--- src/shared/tel_pkg.sv ---
// Constants for the three-element one-lane load decoder and executor.
// Assumes a 32-bit register bus, a 32-bit load port and 64-bit vector registers.
package tel_pkg;
  // Register byte offsets.
  localparam logic [7:0] OFS_CTRL   = 8'h00;
  localparam logic [7:0] OFS_ACCESS = 8'h04;
  localparam logic [7:0] OFS_STATUS = 8'h08;
  localparam logic [7:0] OFS_MASK   = 8'h0c;
  localparam logic [7:0] OFS_INFO   = 8'h10;
  localparam logic [7:0] OFS_COUNT  = 8'h14;
  // Field positions.
  localparam int CTRL_EN   = 0;
  localparam int CTRL_POL  = 1;
  localparam int ACC_CP    = 0;
  localparam int ACC_NS    = 2;
  localparam int ACC_HYP   = 3;
  localparam int EV_DONE   = 0;
  localparam int EV_UNDEF  = 1;
  localparam int EV_TRAP   = 2;
  localparam int EV_UNPRED = 3;
  localparam int EV_REDIR  = 4;
  localparam int EV_W      = 5;
  // Reset values.
  localparam logic [2:0] CTRL_RST   = 3'h1;
  localparam logic [3:0] ACCESS_RST = 4'h3;
  // Outcome choices for unpredictable encodings, and the denied coprocessor access value.
  localparam logic [1:0] POL_UNDEF   = 2'h0;
  localparam logic [1:0] POL_NOP     = 2'h1;
  localparam logic [1:0] POL_UNKNOWN = 2'h2;
  localparam logic [1:0] CP_DENIED   = 2'h0;
  // Encoding fields.
  localparam logic [7:0] OP_TOP    = 8'hf4;
  localparam logic [1:0] OP_LOAD   = 2'h2;
  localparam logic [1:0] OP_LANE   = 2'h2;
  localparam logic [1:0] SZ_BYTE   = 2'h0;
  localparam logic [1:0] SZ_HALF   = 2'h1;
  localparam logic [1:0] SZ_WORD   = 2'h2;
  localparam logic [1:0] SZ_ALL    = 2'h3;
  localparam logic [3:0] REG_PC    = 4'hf;
  localparam logic [3:0] REG_INC   = 4'hd;
  localparam logic [5:0] D_LAST    = 6'h1f;
  localparam logic [1:0] ELEM_LAST = 2'h2;
endpackage

--- src/shared/tel_dec_if.sv ---
// Decoded fields of one load word, passed from the decoder to the executor.
// Assumes the executor holds the word stable while it uses the fields.
`timescale 1ns/1ns
interface tel_dec_if;
  logic [31:0] word;
  logic        match;
  logic        redirect;
  logic        undef;
  logic        unpred;
  logic [2:0]  esize;
  logic [2:0]  lane;
  logic [5:0]  d1;
  logic [5:0]  d2;
  logic [5:0]  d3;
  logic [3:0]  n;
  logic [3:0]  m;
  logic        wback;
  logic        regIndex;
  modport dec (input word, output match, redirect, undef, unpred, esize, lane,
               d1, d2, d3, n, m, wback, regIndex);
  modport exe (output word, input match, redirect, undef, unpred, esize, lane,
               d1, d2, d3, n, m, wback, regIndex);
endinterface

--- src/core/tel_decode.sv ---
// Pure combinational decoder for the one-lane three-element load.
// Assumes the word on the interface comes from a register of the executor.
`timescale 1ns/1ns
module tel_decode (
  tel_dec_if.dec dec
);
  import tel_pkg::*;

  logic [3:0] ia;
  logic [1:0] size;
  logic [5:0] inc;
  logic       badBits;

  always_comb begin
    ia      = dec.word[7:4];
    size    = dec.word[11:10];
    dec.match = dec.word[31:24] == OP_TOP && dec.word[23] &&
                dec.word[21:20] == OP_LOAD && dec.word[9:8] == OP_LANE;
    dec.redirect = dec.match && size == SZ_ALL;
    dec.esize = 3'h1;
    dec.lane  = ia[3:1];
    inc       = 6'h1;
    badBits   = 1'b0;
    case (size)
      SZ_BYTE: begin
        dec.esize = 3'h1;
        dec.lane  = ia[3:1];
        inc       = 6'h1;
        badBits   = ia[0];
      end
      SZ_HALF: begin
        dec.esize = 3'h2;
        dec.lane  = {1'b0, ia[3:2]};
        inc       = ia[1] ? 6'h2 : 6'h1;
        badBits   = ia[0];
      end
      SZ_WORD: begin
        dec.esize = 3'h4;
        dec.lane  = {2'h0, ia[3]};
        inc       = ia[2] ? 6'h2 : 6'h1;
        badBits   = ia[1:0] != 2'h0;
      end
      default: begin
        badBits = 1'b0;
      end
    endcase
    dec.undef = dec.match && !dec.redirect && badBits;
    dec.d1 = {1'b0, dec.word[22], dec.word[15:12]};
    dec.d2 = dec.d1 + inc;
    dec.d3 = dec.d2 + inc;
    dec.n  = dec.word[19:16];
    dec.m  = dec.word[3:0];
    dec.wback    = dec.m != REG_PC;
    dec.regIndex = dec.m != REG_PC && dec.m != REG_INC;
    dec.unpred   = dec.match && !dec.redirect &&
                   (dec.n == REG_PC || dec.d3 > D_LAST);
  end
endmodule

--- src/core/tel_lane_load.sv ---
// Executor for the one-lane three-element load, with its register slave.
// Assumes operands of the base and index registers arrive with the word,
// a load port that answers each request with one ack pulse, and a vector
// register file that writes only the bytes enabled by vecBe.
//
// Decided for this implementation: register access over Avalon-MM and the register addresses.
`timescale 1ns/1ns
////////////////////////////////////////////////////////////////////////////////
module tel_lane_load (
  input  wire logic        clock,
  input  wire logic        rst_b,
  input  wire logic [7:0]  avsAddress,
  input  wire logic        avsRead,
  input  wire logic        avsWrite,
  input  wire logic [31:0] avsWritedata,
  input  wire logic [3:0]  avsByteenable,
  output logic      [31:0] avsReaddata,
  output logic             avsWaitrequest,
  output logic             irq,
  input  wire logic        instValid,
  input  wire logic [31:0] instWord,
  input  wire logic [31:0] instBase,
  input  wire logic [31:0] instIndex,
  output logic             instReady,
  input  wire logic        secureState,
  input  wire logic        hypMode,
  output logic             memReq,
  output logic      [31:0] memAddr,
  output logic      [2:0]  memSize,
  input  wire logic        memAck,
  input  wire logic [31:0] memRdata,
  output logic             vecWe,
  output logic      [4:0]  vecIdx,
  output logic      [7:0]  vecBe,
  output logic      [63:0] vecData,
  output logic             gprWe,
  output logic      [3:0]  gprIdx,
  output logic      [31:0] gprData,
  output logic      [tel_pkg::EV_W-1:0] events
);
  import tel_pkg::*;

  typedef enum logic [2:0] {S_IDLE, S_DEC, S_REQ, S_WAIT, S_WB} tel_state_e;

  tel_state_e     state;
  logic [2:0]     ctrl;
  logic [3:0]     access;
  logic [EV_W-1:0] status;
  logic [EV_W-1:0] mask;
  logic [EV_W-1:0] stClr;
  logic [EV_W-1:0] next_status;
  logic [15:0]    count;
  logic [31:0]    wordQ;
  logic [31:0]    baseQ;
  logic [31:0]    indexQ;
  logic [1:0]     elem;
  logic           unknownQ;
  logic [31:0]    rdMux;
  logic           busAck;
  logic           accUndef;
  logic           accTrap;
  logic [5:0]     destSel;
  logic [4:0]     elemOfs;

  tel_dec_if decIf ();

  tel_decode uDecode (
    .dec (decIf.dec)
  );

  assign decIf.word = wordQ;

  //////////////////////////////////////////////////////////////////////////////
  // Shared arithmetic.

  function automatic logic [2:0] laneOfs(input logic [2:0] esize,
                                         input logic [2:0] lane);
    logic [5:0] prod;
    prod = {3'h0, lane} * {3'h0, esize};
    return prod[2:0];
  endfunction

  function automatic logic [7:0] laneBe(input logic [2:0] esize,
                                        input logic [2:0] lane);
    logic [7:0] base;
    base = esize == 3'h1 ? 8'h01 : (esize == 3'h2 ? 8'h03 : 8'h0f);
    return base << laneOfs(esize, lane);
  endfunction

  //////////////////////////////////////////////////////////////////////////////
  // Register slave. Every access is answered one cycle after it is seen.

  assign busAck = !avsWaitrequest && avsByteenable[0];

  always_comb begin
    case (avsAddress)
      OFS_CTRL:   rdMux = {29'h0, ctrl};
      OFS_ACCESS: rdMux = {28'h0, access};
      OFS_STATUS: rdMux = {27'h0, status};
      OFS_MASK:   rdMux = {27'h0, mask};
      OFS_INFO:   rdMux = {21'h0, state, unknownQ, elem, 2'h0, decIf.lane};
      OFS_COUNT:  rdMux = {16'h0, count};
      default:    rdMux = 32'h0;
    endcase
  end

  always_ff @(posedge clock or negedge rst_b) begin
    if (!rst_b) begin
      avsWaitrequest <= 1'b1;
      avsReaddata    <= 32'h0;
    end else begin
      avsWaitrequest <= !((avsRead || avsWrite) && avsWaitrequest);
      if (avsRead && avsWaitrequest) begin
        avsReaddata <= rdMux;
      end
    end
  end

  always_ff @(posedge clock or negedge rst_b) begin
    if (!rst_b) begin
      ctrl   <= CTRL_RST;
      access <= ACCESS_RST;
      mask   <= '0;
    end else if (avsWrite && busAck) begin
      case (avsAddress)
        OFS_CTRL:   ctrl   <= avsWritedata[2:0];
        OFS_ACCESS: access <= avsWritedata[3:0];
        OFS_MASK:   mask   <= avsWritedata[EV_W-1:0];
        default:    ctrl   <= ctrl;
      endcase
    end
  end

  //////////////////////////////////////////////////////////////////////////////
  // Sticky event status. A new event wins over a clear in the same cycle.

  always_comb begin
    stClr = '0;
    if (avsWrite && busAck && avsAddress == OFS_STATUS) begin
      stClr = avsWritedata[EV_W-1:0];
    end
    next_status = (status & ~stClr) | events;
  end

  always_ff @(posedge clock or negedge rst_b) begin
    if (!rst_b) begin
      status <= '0;
      irq    <= 1'b0;
      count  <= 16'h0;
    end else begin
      status <= next_status;
      irq    <= |(next_status & mask);
      if (events[EV_DONE]) begin
        count <= count + 16'h1;
      end
    end
  end

  //////////////////////////////////////////////////////////////////////////////
  // Access check. A coprocessor field other than denied, with secure state or an enabled non-secure access, passes the
  // first gate; in non-secure state outside hyp mode a set trap bit then sends the load to hyp.

  always_comb begin
    accUndef = access[ACC_CP +: 2] == CP_DENIED ||
               (!secureState && !access[ACC_NS]);
    accTrap  = !accUndef && !secureState && !hypMode && access[ACC_HYP];
  end

  always_comb begin
    case (elem)
      2'h0:    destSel = decIf.d1;
      2'h1:    destSel = decIf.d2;
      default: destSel = decIf.d3;
    endcase
    case (elem)
      2'h0:    elemOfs = 5'h0;
      2'h1:    elemOfs = {2'h0, decIf.esize};
      default: elemOfs = {1'b0, decIf.esize, 1'b0};
    endcase
  end

  //////////////////////////////////////////////////////////////////////////////
  // Sequencer: take a word, decide its outcome, load three elements, write
  // back the base unless the index is 15. Decoding is taken from the latched word so that the
  // decoder never sees the input bus change under it.

  always_ff @(posedge clock or negedge rst_b) begin
    if (!rst_b) begin
      state     <= S_IDLE;
      instReady <= 1'b0;
      wordQ     <= 32'h0;
      baseQ     <= 32'h0;
      indexQ    <= 32'h0;
      elem      <= 2'h0;
      unknownQ  <= 1'b0;
      events    <= '0;
      memReq    <= 1'b0;
      memAddr   <= 32'h0;
      memSize   <= 3'h1;
      vecWe     <= 1'b0;
      vecIdx    <= 5'h0;
      vecBe     <= 8'h0;
      vecData   <= 64'h0;
      gprWe     <= 1'b0;
      gprIdx    <= 4'h0;
      gprData   <= 32'h0;
    end else begin
      events <= '0;
      vecWe  <= 1'b0;
      gprWe  <= 1'b0;
      case (state)
        S_IDLE: begin
          if (instValid && instReady) begin
            wordQ     <= instWord;
            baseQ     <= instBase;
            indexQ    <= instIndex;
            instReady <= 1'b0;
            state     <= S_DEC;
          end else begin
            instReady <= ctrl[CTRL_EN];
          end
        end
        S_DEC: begin
          state    <= S_IDLE;
          elem     <= 2'h0;
          unknownQ <= 1'b0;
          // Flagged whatever the outcome unless the word decodes as undefined, so an access fault does not hide it.
          events[EV_UNPRED] <= decIf.unpred && !decIf.undef;
          if (decIf.redirect) begin
            events[EV_REDIR] <= 1'b1;
          end else if (!decIf.match || decIf.undef) begin
            events[EV_UNDEF] <= 1'b1;
          end else if (decIf.unpred &&
                       ctrl[CTRL_POL +: 2] != POL_UNKNOWN) begin
            events[EV_UNPRED] <= 1'b1;
            if (ctrl[CTRL_POL +: 2] == POL_NOP) begin
              events[EV_DONE] <= 1'b1;
            end else begin
              events[EV_UNDEF] <= 1'b1;
            end
          end else if (accUndef) begin
            events[EV_UNDEF] <= 1'b1;
          end else if (accTrap) begin
            events[EV_TRAP] <= 1'b1;
          end else begin
            events[EV_UNPRED] <= decIf.unpred;
            unknownQ          <= decIf.unpred;
            state             <= S_REQ;
          end
        end
        S_REQ: begin
          memReq  <= 1'b1;
          memAddr <= baseQ + {27'h0, elemOfs};
          memSize <= decIf.esize;
          state   <= S_WAIT;
        end
        S_WAIT: begin
          if (memAck) begin
            memReq  <= 1'b0;
            // Registers past the last one are simply not written.
            vecWe   <= destSel <= D_LAST;
            vecIdx  <= destSel[4:0];
            vecBe   <= laneBe(decIf.esize, decIf.lane);
            vecData <= {32'h0, memRdata} << {laneOfs(decIf.esize, decIf.lane), 3'h0};
            if (elem == ELEM_LAST) begin
              state <= S_WB;
            end else begin
              elem  <= elem + 2'h1;
              state <= S_REQ;
            end
          end
        end
        S_WB: begin
          gprWe  <= decIf.wback;
          gprIdx <= decIf.n;
          if (decIf.regIndex) begin
            gprData <= baseQ + indexQ;
          end else begin
            gprData <= baseQ + {28'h0, decIf.esize, 1'b0} + {29'h0, decIf.esize};
          end
          events[EV_DONE] <= 1'b1;
          state           <= S_IDLE;
        end
        default: begin
          state <= S_IDLE;
        end
      endcase
    end
  end
endmodule

--- config.mk ---
export PLATFORM = sky130hd
export DESIGN_NAME = tel_lane_load
export DESIGN_NICKNAME = d
export VERILOG_FILES = /design/src/shared/tel_pkg.sv /design/src/shared/tel_dec_if.sv /design/src/core/tel_decode.sv /design/src/core/tel_lane_load.sv
export SDC_FILE = /design/constraint.sdc
export NUM_CORES = 1
export LEC_CHECK = 0
export ABC_AREA = 1
export BUFFER_PORTS_ARGS = -buffer_cell sky130_fd_sc_hd__buf_4
export CELL_PAD_IN_SITES_DETAIL_PLACEMENT = 1
export CELL_PAD_IN_SITES_GLOBAL_PLACEMENT = 1
export CORE_ASPECT_RATIO = 1.1
export CORE_MARGIN = 10
export CORE_UTILIZATION = 36
export DETAILED_ROUTE_END_ITERATION = 8
export GPL_ROUTABILITY_DRIVEN = 0
export HOLD_SLACK_MARGIN = 0.05
export PLACE_DENSITY = 0.75
export SYNTH_ARGS = -nofsm -noshare
export SYNTH_HDL_FRONTEND = slang
export SYNTH_SLANG_ARGS = --single-unit
--- constraint.sdc ---
create_clock -name clock -period 3.06 [get_ports clock]
set_clock_uncertainty 0.2 [all_clocks]
set_input_delay 0.306 -clock clock [delete_from_list [all_inputs] [get_ports clock]]
set_output_delay 0.306 -clock clock [all_outputs]
set_load 0.05 [all_outputs]
==> metrics.yaml, run 1 <==
grt:
  grt_max_degree: 83
  track_usage_pct: 24.0
  grt_pass1_vias: 20088
  antenna_found_initial: 1
  grt_first_pass_wirelength_um: 115000
  grt_overflow_total: 0
logic_synthesis:
  yosysWarningCount: 0
  synth_most_common_cell: "nand2_1"
  synth_area_leaders: "dfrtp_1 42%, nand2_1 16%, inv_1 5.5%"
  synth_commonest_cells: "778 x nand2_1, 305 x dfrtp_1, 268 x inv_1"
  ys.flop_type: "dfrtp_1"
  syn_inst: 2451
  syn-cell-area_um2: 18300
  yosysTopAreaCellShare_pct: 41.7
  ys_seq_area_share_pct: 42.5
  syn_area_per_cell_um2: 7.46
  netlist-cell-type-count: 48
  synth_edf_count: 0
  async_flop_share_pct: 100
  yosysTopAreaCell: "dfrtp_1"
  ys_ff_latch: 310
clock_network:
  cts_tree: "built"
  clkSinkCount: 310
  path_clk_slew_ns: 0.06
  clock-root-buffer: "clkbuf_16"
  worstSkewPairLatency_ns: 0.57
  clockBufferDepth: 3
  h-tree-depth: 2
  cts_made_buffers: 37
critical_path:
  cp.required_ns: 3.30
  start_kind: "flop"
  cpMaxStageDelayCell: "fa_1"
  r2r-end: "events[1]$_DFF_PN0_"
  path_cells: "inv_4 -> ha_4 -> inv_2 -> buf_4 -> o22ai_2 -> nand2_1 -> fa_1 -> inv_1 -> ha_1 -> a21o_1 -> nand2_2 -> nor2_2 -> nand2_2 -> nand3_4 -> nand4_1 -> nand2_1 -> a21oi_2"
  r2r_slack_ns: -0.23
  critical-path-max-stage-delay_ns: 0.59
  ff2ff_path_depth: 17
  path_class: "flop to flop"
  critPathMaxFanout: 3
  worstReg2RegStart: "decIf.word[10]$_DFFE_PN0P_"
  cp.arrival_ns: 3.54
  end_kind: "flop"
place:
  port_buffers: 324
  place_inst: 3439
  pre_cts_ws_ns: -0.240
  dpl_cell_area_um2: 22000
  hpwl_um: 56600
die:
  dieArea_um2: 60200
  core_area_um2: 50100
  start_util_pct: 36.5
  rows: 86
  die_h_um: 256
  die_x_um: 235
  ios: 371
hold_path:
  hold_depth: 5
  min_path_type: "input port to flop"
  holdPathEnd: "ctrl[0]$_DFFE_PN1P_"
  hold_start: "avsByteenable[0]"
sta:
  grt_setup_unrepaired: "yes"
  final.period_utilization_pct: 108
  maxSlewHeadroom_pct: 38.9
  fmax_ghz: 0.304
  finalWorstSetupSlack_ns: -0.231
  fin_crit_ns: 3.29
  final-setup-viol-count: 86
  maxSlewViolCount: 0
  hold_viol: 0
  tightest_slew_ns: 0.917
drt:
  wl_per_cell_um: 21.4
  ant_nets: 0
  dr.pass1.iters: 5
  drc_errors: 0
  wirelength_um: 78600
  drt_iter0_markers: 1025
  vias_per_cell: 5.22
  via_count: 19157
layout:
  drive_above_1_share_pct: 27.4
  areaGrowthSynthToFinish_pct: 43.0
  num_antenna_cells: 0
  stdcell_count: 3670
  design_area_um2: 26200
  final_nets: 3227
status:
  failed_checks: "setup timing"
  outcome: "complete, but fails checks"
power:
  p_leak_nw: 13.6
  peakVddDrop_mv: 0.787
  p_per_area_nw_per_um2: 1320
  total_power_mw: 34.5
flow_run:
  cap_violations: 0
[area by class of cell]
class	instances	area [µm²]
Inverter	276	1060
Tap cell	660	826
Multi-Input combinational cell	1783	10200
Sequential cell	310	7760
Timing Repair Buffer	573	5040
Clock inverter	13	194
Clock buffer	54	1070
Fill cell	6081	24000
Timing Repair inverter	1	11.3
[worst max-delay path by stage]
| stage | start | to | depth (start not counted) |
|---|---|---|---|
| finish | decIf.word[10]$_DFFE_PN0P_ | events[1]$_DFF_PN0_ | 17 |
| CTS | decIf.word[10]$_DFFE_PN0P_ | unknownQ$_DFFE_PN0P_ | 19 |
| floorplan | decIf.word[11]$_DFFE_PN0P_ | state[1]$_DFFE_PN0P_ | 19 |
| global placement | decIf.word[10]$_DFFE_PN0P_ | vecIdx[4]$_DFFE_PN0P_ | 15 |
| global route | decIf.word[10]$_DFFE_PN0P_ | events[1]$_DFF_PN0_ | 19 |
| detailed placement | decIf.word[10]$_DFFE_PN0P_ | vecIdx[4]$_DFFE_PN0P_ | 15 |
[per-layer routing]
metal,GRT usage [%],vias to the layer above,routed length (µm)
met5,0,-,0
met4,9.36,0,3840
met3,3.98,190,3620
met2,45.3,539,41700
met1,26.1,9542,29400
li1,-,8886,-
[power by group]
part / switching [mW] / internal [mW] / leakage (nW)
Clock: 1.92 / 2.79 / 0.620
Combinational: 14.8 / 8.02 / 8.98
Sequential: 1.51 / 5.51 / 3.96
Total: 18.2 / 16.3 / 13.6
[placed cells by master (no fill, tap or decap), types with 24 or more instances in the layout]
cell / n
dlygate4sd3_1: 126
o21ai_2: 24
clkbuf_16: 46
dfrtp_1: 304
ha_1: 46
nand2_4: 27
a21oi_1: 98
o21ai_0: 111
nand3_1: 122
mux2_2: 67
buf_4: 406
nand2_1: 715
nand3_2: 52
nand2_2: 39
xor2_1: 32
inv_1: 257
nor2_1: 206
[metrics by stage]
| stage | setup TNS (ns) | utilization, % | hold slack (ns) |
|---|---|---|---|
| floorplan | -0.278 | - | -0.190 |
| global placement | -0.485 | 43.9 | 0.176 |
| detailed placement | -4.48 | 43.9 | 0.188 |
| CTS | -1.36 | 49.6 | 0.0686 |
| global route | -21.19 | 52.2 | 0.159 |
| finish | -5.71 | 52.2 | 0.113 |
[critical path: cells and delay by family, from the launching register on]
family | cells | cell delay (ns)
buffers and inverters | 4 | 0.32
AND/OR/NAND/NOR | 7 | 0.87
flip-flops | 1 | 0.44
AO/OA/AOI/OAI | 3 | 0.34
adder cells (fa/ha/maj) | 3 | 1.00
[flip-flops by register name (all words and copies together) (netlist names), 3 cells and up]
register     count
vecData         64
baseQ           32
decIf.word      32
gprData         32
indexQ          32
memAddr         32
avsReaddata     16
count           16
vecBe            8
events           5
mask             5
status           5
vecIdx           5
access           4
gprIdx           4
ctrl             3
memSize          3
state            3
[cell families after synthesis]
| kind of cell | synth area share [%] |
|---|---|
| flops | 42.5 |
| xor+xnor | 2.09 |
| buf+inv | 8.37 |
| compound gates | 9.34 |
| other cells | 0.0205 |
| mux | 4.13 |
| fa+ha+maj | 4.73 |
| simple gates | 28.9 |
[repair_timing]
| item | 4_1_cts | 5_1_grt |
|---|---|---|
| buffers inserted | 13 | 13 |
| pin swaps | 26 | 92 |
| endpoints found under the setup margin | 61 | 126 |
| gates resized for setup | 45 | 248 |
| gates cloned | 2 | 13 |
| endpoints found under the hold margin | 222 | 0 |
| hold buffers | 126 | 0 |
Note: power is estimated with default switching activity, not from simulation.
==> run 2: changes to the inputs <==
MAX_ROUTING_LAYER = met4   (was default)
SKIP_LAST_GASP = 1   (was default)
clock period = 2.99 ns   (was 3.06 ns; I/O delays follow)
==> metrics.yaml, run 2 (synthesized netlist as in run 1, its figures left out) <==
clock_network:
  worstSkewPairLatency_ns: 0.57
  clockBufferDepth: 3
  h-tree-depth: 2
  cts_made_buffers: 38
  clock-root-buffer: "clkbuf_16"
  path_clk_slew_ns: 0.06
  clkSinkCount: 310
  cts_tree: "built"
critical_path:
  critical-path-max-stage-delay_ns: 0.57
  ff2ff_path_depth: 19
  cpMaxStageDelayCell: "fa_1"
  r2r-end: "events[1]$_DFF_PN0_"
  worstReg2RegStart: "decIf.word[10]$_DFFE_PN0P_"
  path_cells: "inv_4 -> ha_4 -> buf_6 -> inv_6 -> nor3_4 -> inv_2 -> ha_4 -> inv_2 -> fa_1 -> inv_1 -> ha_1 -> a21o_1 -> nand2_2 -> nor2_4 -> nand2_4 -> nand3_4 -> nand3_4 -> buf_4 -> a21oi_2"
  r2r_slack_ns: -0.23
  cp.required_ns: 3.30
  cp.arrival_ns: 3.52
  start_kind: "flop"
  critPathMaxFanout: 4
  path_class: "flop to flop"
  end_kind: "flop"
sta:
  final-setup-viol-count: 70
  hold_viol: 0
  grt_setup_unrepaired: "yes"
  whs_ns: 0.0801
  fin_crit_ns: 3.22
  fin_tns_setup_ns: -5.88
  finalWorstSetupSlack_ns: -0.228
  tightest_slew_ns: 0.929
  final.period_utilization_pct: 108
  maxSlewViolCount: 0
  maxSlewHeadroom_pct: 38.1
  fmax_ghz: 0.311
place:
  port_buffers: 324
  hpwl_um: 56200
  pre_cts_ws_ns: -0.348
die:
  start_util_pct: 36.5
  rows: 86
  die_x_um: 235
  die_h_um: 256
  core_area_um2: 50100
  ios: 371
  dieArea_um2: 60200
grt:
  track_usage_pct: 24.9
  grt_pass1_vias: 20323
  grt_first_pass_wirelength_um: 116000
  grt_overflow_total: 0
  grt_max_degree: 81
  antenna_found_initial: 0
flow_run:
  cap_violations: 0
status:
  outcome: "complete, but fails checks"
  failed_checks: "setup timing"
drt:
  drc_errors: 0
  drt_iter0_markers: 1093
  ant_nets: 0
  wl_per_cell_um: 21.6
  dr.pass1.iters: 5
  vias_per_cell: 5.20
  via_count: 19197
  wirelength_um: 79500
hold_path:
  min_path_type: "input port to flop"
  hold_depth: 5
  holdPathEnd: "ctrl[0]$_DFFE_PN1P_"
  hold_start: "avsByteenable[0]"
layout:
  layout_commonest_cell: "nand2_1"
  top_register: "vecData"
  utilization_pct: 52.4
  drive_above_1_share_pct: 27.1
  num_antenna_cells: 0
  final_cell_mix: "720 x nand2_1, 414 x buf_4, 304 x dfrtp_1, 254 x inv_1, 208 x nor2_1"
  areaGrowthSynthToFinish_pct: 43.8
  largest_reg_flops: 64
  final_nets: 3245
power:
  p_leak_nw: 13.6
  peakVddDrop_mv: 1.14
  p_per_area_nw_per_um2: 1350
  total_power_mw: 35.5
==> run 2: cell count changes in the layout (fill, tap and decap cells not counted), sizes merged <==
cell         previous run  this run
buf                   439       454
bufinv                  4         1
clkinv                 10        12
clkinvlp                1         3
dlygate4sd3           126       127
inv                   275       276
nand2                 784       785
==> run 2: layout make-up <==
class	instances	area, µm²
Timing Repair inverter	1	8.76
Multi-Input combinational cell	1784	10200
Tap cell	660	826
Clock inverter	15	130
Timing Repair Buffer	589	5230
Sequential cell	310	7760
Inverter	276	1060
Clock buffer	54	1090
Fill cell	6045	23800
==> run 2: report_power, final <==
| group | internal, mW | switching (mW) |
|---|---|---|
| clock | 2.65 | 2.00 |
| combinational | 8.60 | 15.0 |
| sequential | 5.64 | 1.57 |
==> run 2: critical path, delay by kind of cell, from the launching register on <==
kind                     cells  cell delay (ns)
flip-flops                   1             0.44
buffers and inverters        7             0.57
AO/OA/AOI/OAI                2             0.21
adder cells (fa/ha/maj)      4             1.18
AND/OR/NAND/NOR              6             0.51
==> run 2: worst max-delay path by stage <==
stage	start	to	slack (ns)	cells after the start
4_1_cts	decIf.word[11]$_DFFE_PN0P_	state[1]$_DFFE_PN0P_	-0.18	17
3_3_place_gp	decIf.word[10]$_DFFE_PN0P_	state[1]$_DFFE_PN0P_	-0.18	19
3_5_place_dp	decIf.word[10]$_DFFE_PN0P_	state[1]$_DFFE_PN0P_	-0.35	19
5_1_grt	decIf.word[10]$_DFFE_PN0P_	vecIdx[4]$_DFFE_PN0P_	-0.39	19
2_1_floorplan	decIf.word[11]$_DFFE_PN0P_	state[1]$_DFFE_PN0P_	-0.15	19
6_report	decIf.word[10]$_DFFE_PN0P_	events[1]$_DFF_PN0_	-0.23	19
==> run 2: per-layer routing <==
metal  vias up  GRT usage (%)  share of wire (%)
li1       8937              -                  -
met1      9582           26.9                 38
met2       519           45.7                 54
met3       159           3.81                4.2
met4         0           8.05                3.8
met5         -              -                  0
==> run 2: what timing repair did <==
| item | 4_1_cts | 5_1_grt |
|---|---|---|
| pin swaps | 34 | 103 |
| setup buffers | 13 | 22 |
| cloned | 2 | 12 |
| setup endpoints to repair | 72 | 126 |
| hold endpoints to repair | 419 | 0 |
| resized for setup | 40 | 238 |
| hold buffers | 127 | 0 |
==> run 2: stage by stage <==
step,cells,area (µm²)
after floorplan,2466,18500
after global placement,3447,22100
after detailed placement,3447,22100
after CTS,3658,24900
after global routing,3689,26300
final,3689,26300
==> run 3: changes to the inputs <==
ABC_AREA = default   (was 1)
BUFFER_PORTS_ARGS = -buffer_cell sky130_fd_sc_hd__buf_2   (was -buffer_cell sky130_fd_sc_hd__buf_4)
CORE_UTILIZATION = 38   (was 36)
PLACE_DENSITY = 0.77   (was 0.75)
==> metrics.yaml, run 3 <==
grt:
  grt_overflow_total: 0
  antenna_found_initial: 7
  top_usage_layer: "met2"
  globalRouteMet1Util_pct: 28.5
  grt_use_met2_pct: 46.6
  grt_first_pass_wirelength_um: 108000
  grt_pass1_vias: 18384
  track_usage_pct: 26.2
  grt_max_degree: 89
  use_met3_pct: 4.42
power:
  peakVddDrop_mv: 0.510
  p_int_mw: 10.7
  p_per_area_nw_per_um2: 735
  p_switching_mw: 7.34
  p_sw_share_pct: 40.8
  pwr-share-clk_pct: 27.5
  total_power_mw: 18.0
  power_frac_comb_pct: 42.6
  pwr-share-seq_pct: 30.0
  p_leak_nw: 11.7
clock_network:
  clkSinkCount: 310
  clock-root-buffer: "clkbuf_16"
  path_clk_slew_ns: 0.07
  clockBufferDepth: 3
  cts_made_buffers: 36
  h-tree-depth: 2
  worstSkewPairLatency_ns: 0.56
  cts_tree: "built"
drt:
  wl_per_cell_um: 24.3
  ant_nets: 0
  wirelength_um: 73500
  via_count: 16726
  dr.pass1.iters: 5
  vias_per_cell: 5.54
  drt_iter0_markers: 1063
  drc_errors: 0
sta:
  maxSlewViolCount: 0
  whs_ns: 0.0981
  tightest_slew_ns: 0.922
  final-setup-viol-count: 113
  maxSlewHeadroom_pct: 38.1
  fmax_ghz: 0.266
  fin_tns_setup_ns: -34.19
  fin_crit_ns: 3.76
  grt_setup_unrepaired: "yes"
  finalWorstSetupSlack_ns: -0.769
  final.period_utilization_pct: 126
  hold_viol: 0
layout:
  final_cell_mix: "325 x nand2_1, 323 x buf_2, 304 x dfrtp_1, 152 x buf_4, 138 x dlygate4sd3_1"
  drive_above_1_share_pct: 35.9
  layout_commonest_cell: "nand2_1"
  largest_reg_flops: 64
  areaGrowthSynthToFinish_pct: 45.2
  final_nets: 2659
  utilization_pct: 56.1
  top_register: "vecData"
  stdcell_count: 3021
logic_synthesis:
  synth_area_leaders: "dfrtp_1 45%, nand2_1 7.4%, mux2_2 7.1%"
  yosysTopAreaCell: "dfrtp_1"
  async_flop_share_pct: 100
  ys_seq_area_share_pct: 46.1
  yosysTopAreaCellShare_pct: 45.3
  syn_inst: 1804
  syn_area_per_cell_um2: 9.34
  ys_ff_latch: 310
  ys.flop_type: "dfrtp_1"
  synth_commonest_cells: "332 x nand2_1, 305 x dfrtp_1, 160 x o21ai_0"
  synth_most_common_cell: "nand2_1"
  yosysWarningCount: 0
  netlist-cell-type-count: 83
  synth_edf_count: 0
  syn-cell-area_um2: 16900
status:
  outcome: "complete, but fails checks"
  failed_checks: "setup timing"
die:
  dieArea_um2: 53200
  die_x_um: 221
  rows: 80
  core_area_um2: 43600
  start_util_pct: 38.6
  die_h_um: 241
  ios: 371
critical_path:
  end_kind: "flop"
  path_class: "flop to flop"
  cp.arrival_ns: 4.00
  cp.required_ns: 3.23
  critPathMaxFanout: 6
  start_kind: "flop"
flow_run:
  cap_violations: 0
place:
  port_buffers: 324
  place_inst: 2770
  hpwl_um: 47100
hold_path:
  min_path_type: "input port to flop"
[run 3: changes by cell type after synthesis, sizes merged, moves of 40 or more]
cell   before  now
nand3     185   34
inv       274   41
nor2      224  128
xnor2       9   61
mux2       67  107
nand2     783  332
[run 3: final cells by class]
cell class / count / area [µm²]
fill: 4902 / 19200
multi-input combinational: 1351 / 9480
sequential: 310 / 7760
timing repair buffer: 674 / 5050
clock buffer: 48 / 1020
tap: 574 / 718
clock inverter: 16 / 270
inverter: 41 / 159
antenna: 7 / 17.5
[run 3: worst max-delay path, cell delays in order (launching register included)]
cell and delay [ns]:
dfrtp_2 0.45, inv_4 0.10, buf_6 0.11, ha_4 0.23, o221ai_4 0.07, ha_2 0.20
inv_2 0.04, fa_1 0.53, inv_2 0.06, ha_4 0.26, a21oi_2 0.05, or3_4 0.36
inv_2 0.06, maj3_2 0.18, nand2_2 0.07, a21oi_4 0.22, and3b_2 0.25, o21a_1 0.15
nor2_1 0.05
[run 3: per-layer routing]
layer,part of all wire [%],routed length [µm]
met5,0,0
met4,4.2,3100
met3,4.5,3300
met2,53,39100
met1,38,28000
[run 3: worst paths after layout]
check,startpoint,end,slack (ns),depth (start not counted)
max reg2reg,decIf.word[10]$_DFFE_PN0P_,events[1]$_DFF_PN0_,-0.77,18
min reg2reg,decIf.word[1]$_DFFE_PN0P_,gprWe$_DFF_PN0_,0.24,1
max in group asynchronous,rst_b,vecData[60]$_DFFE_PN0P_,1.57,3
max,decIf.word[10]$_DFFE_PN0P_,events[1]$_DFF_PN0_,-0.77,18
min in group asynchronous,rst_b,mask[4]$_DFFE_PN0P_,0.16,2
min,memRdata[20],vecData[20]$_DFFE_PN0P_,0.1,5
[run 3: through the flow]
step	setup WS, ns	area (µm²)
3_3_place_gp	-0.630	20400
4_1_cts	-0.568	23600
2_1_floorplan	-0.618	17100
6_report	-0.769	24500
3_5_place_dp	-0.820	20400
5_1_grt	-0.873	24500
[run 3: power groups by stage]
stage	combinational, mW	clock [mW]	sequential [mW]
6_report	7.66	4.94	5.39
2_1_floorplan	2.42	0	6.97
3_5_place_dp	6.37	0	5.41
5_1_grt	8.10	5.17	5.46
4_1_cts	6.82	4.98	5.35
3_3_place_gp	6.19	0	5.37
[run 3: logic make-up (layout without fill, tap and decap cells)]
logic type	count (synthesis)	in the layout	synth area share [%]
flip-flops	310	310	46.1
multiplexers	121	121	7.98
XOR/XNOR	97	97	5.13
buffers and inverters	159	779	4.05
AO/OA/AOI/OAI	424	424	15.2
adder cells (fa/ha/maj)	66	66	5.20
other	1	23	0.0222
AND/OR/NAND/NOR	626	627	16.3
[run 3: timing repair]
action / 4_1_cts / 5_1_grt
pin swaps: 72 / 81
setup buffers: 23 / 25
hold buffers: 138 / 0
resized for setup: 133 / 145
gates cloned: 0 / 8
endpoints found under the setup margin: 88 / 134
hold endpoints to repair: 244 / 0
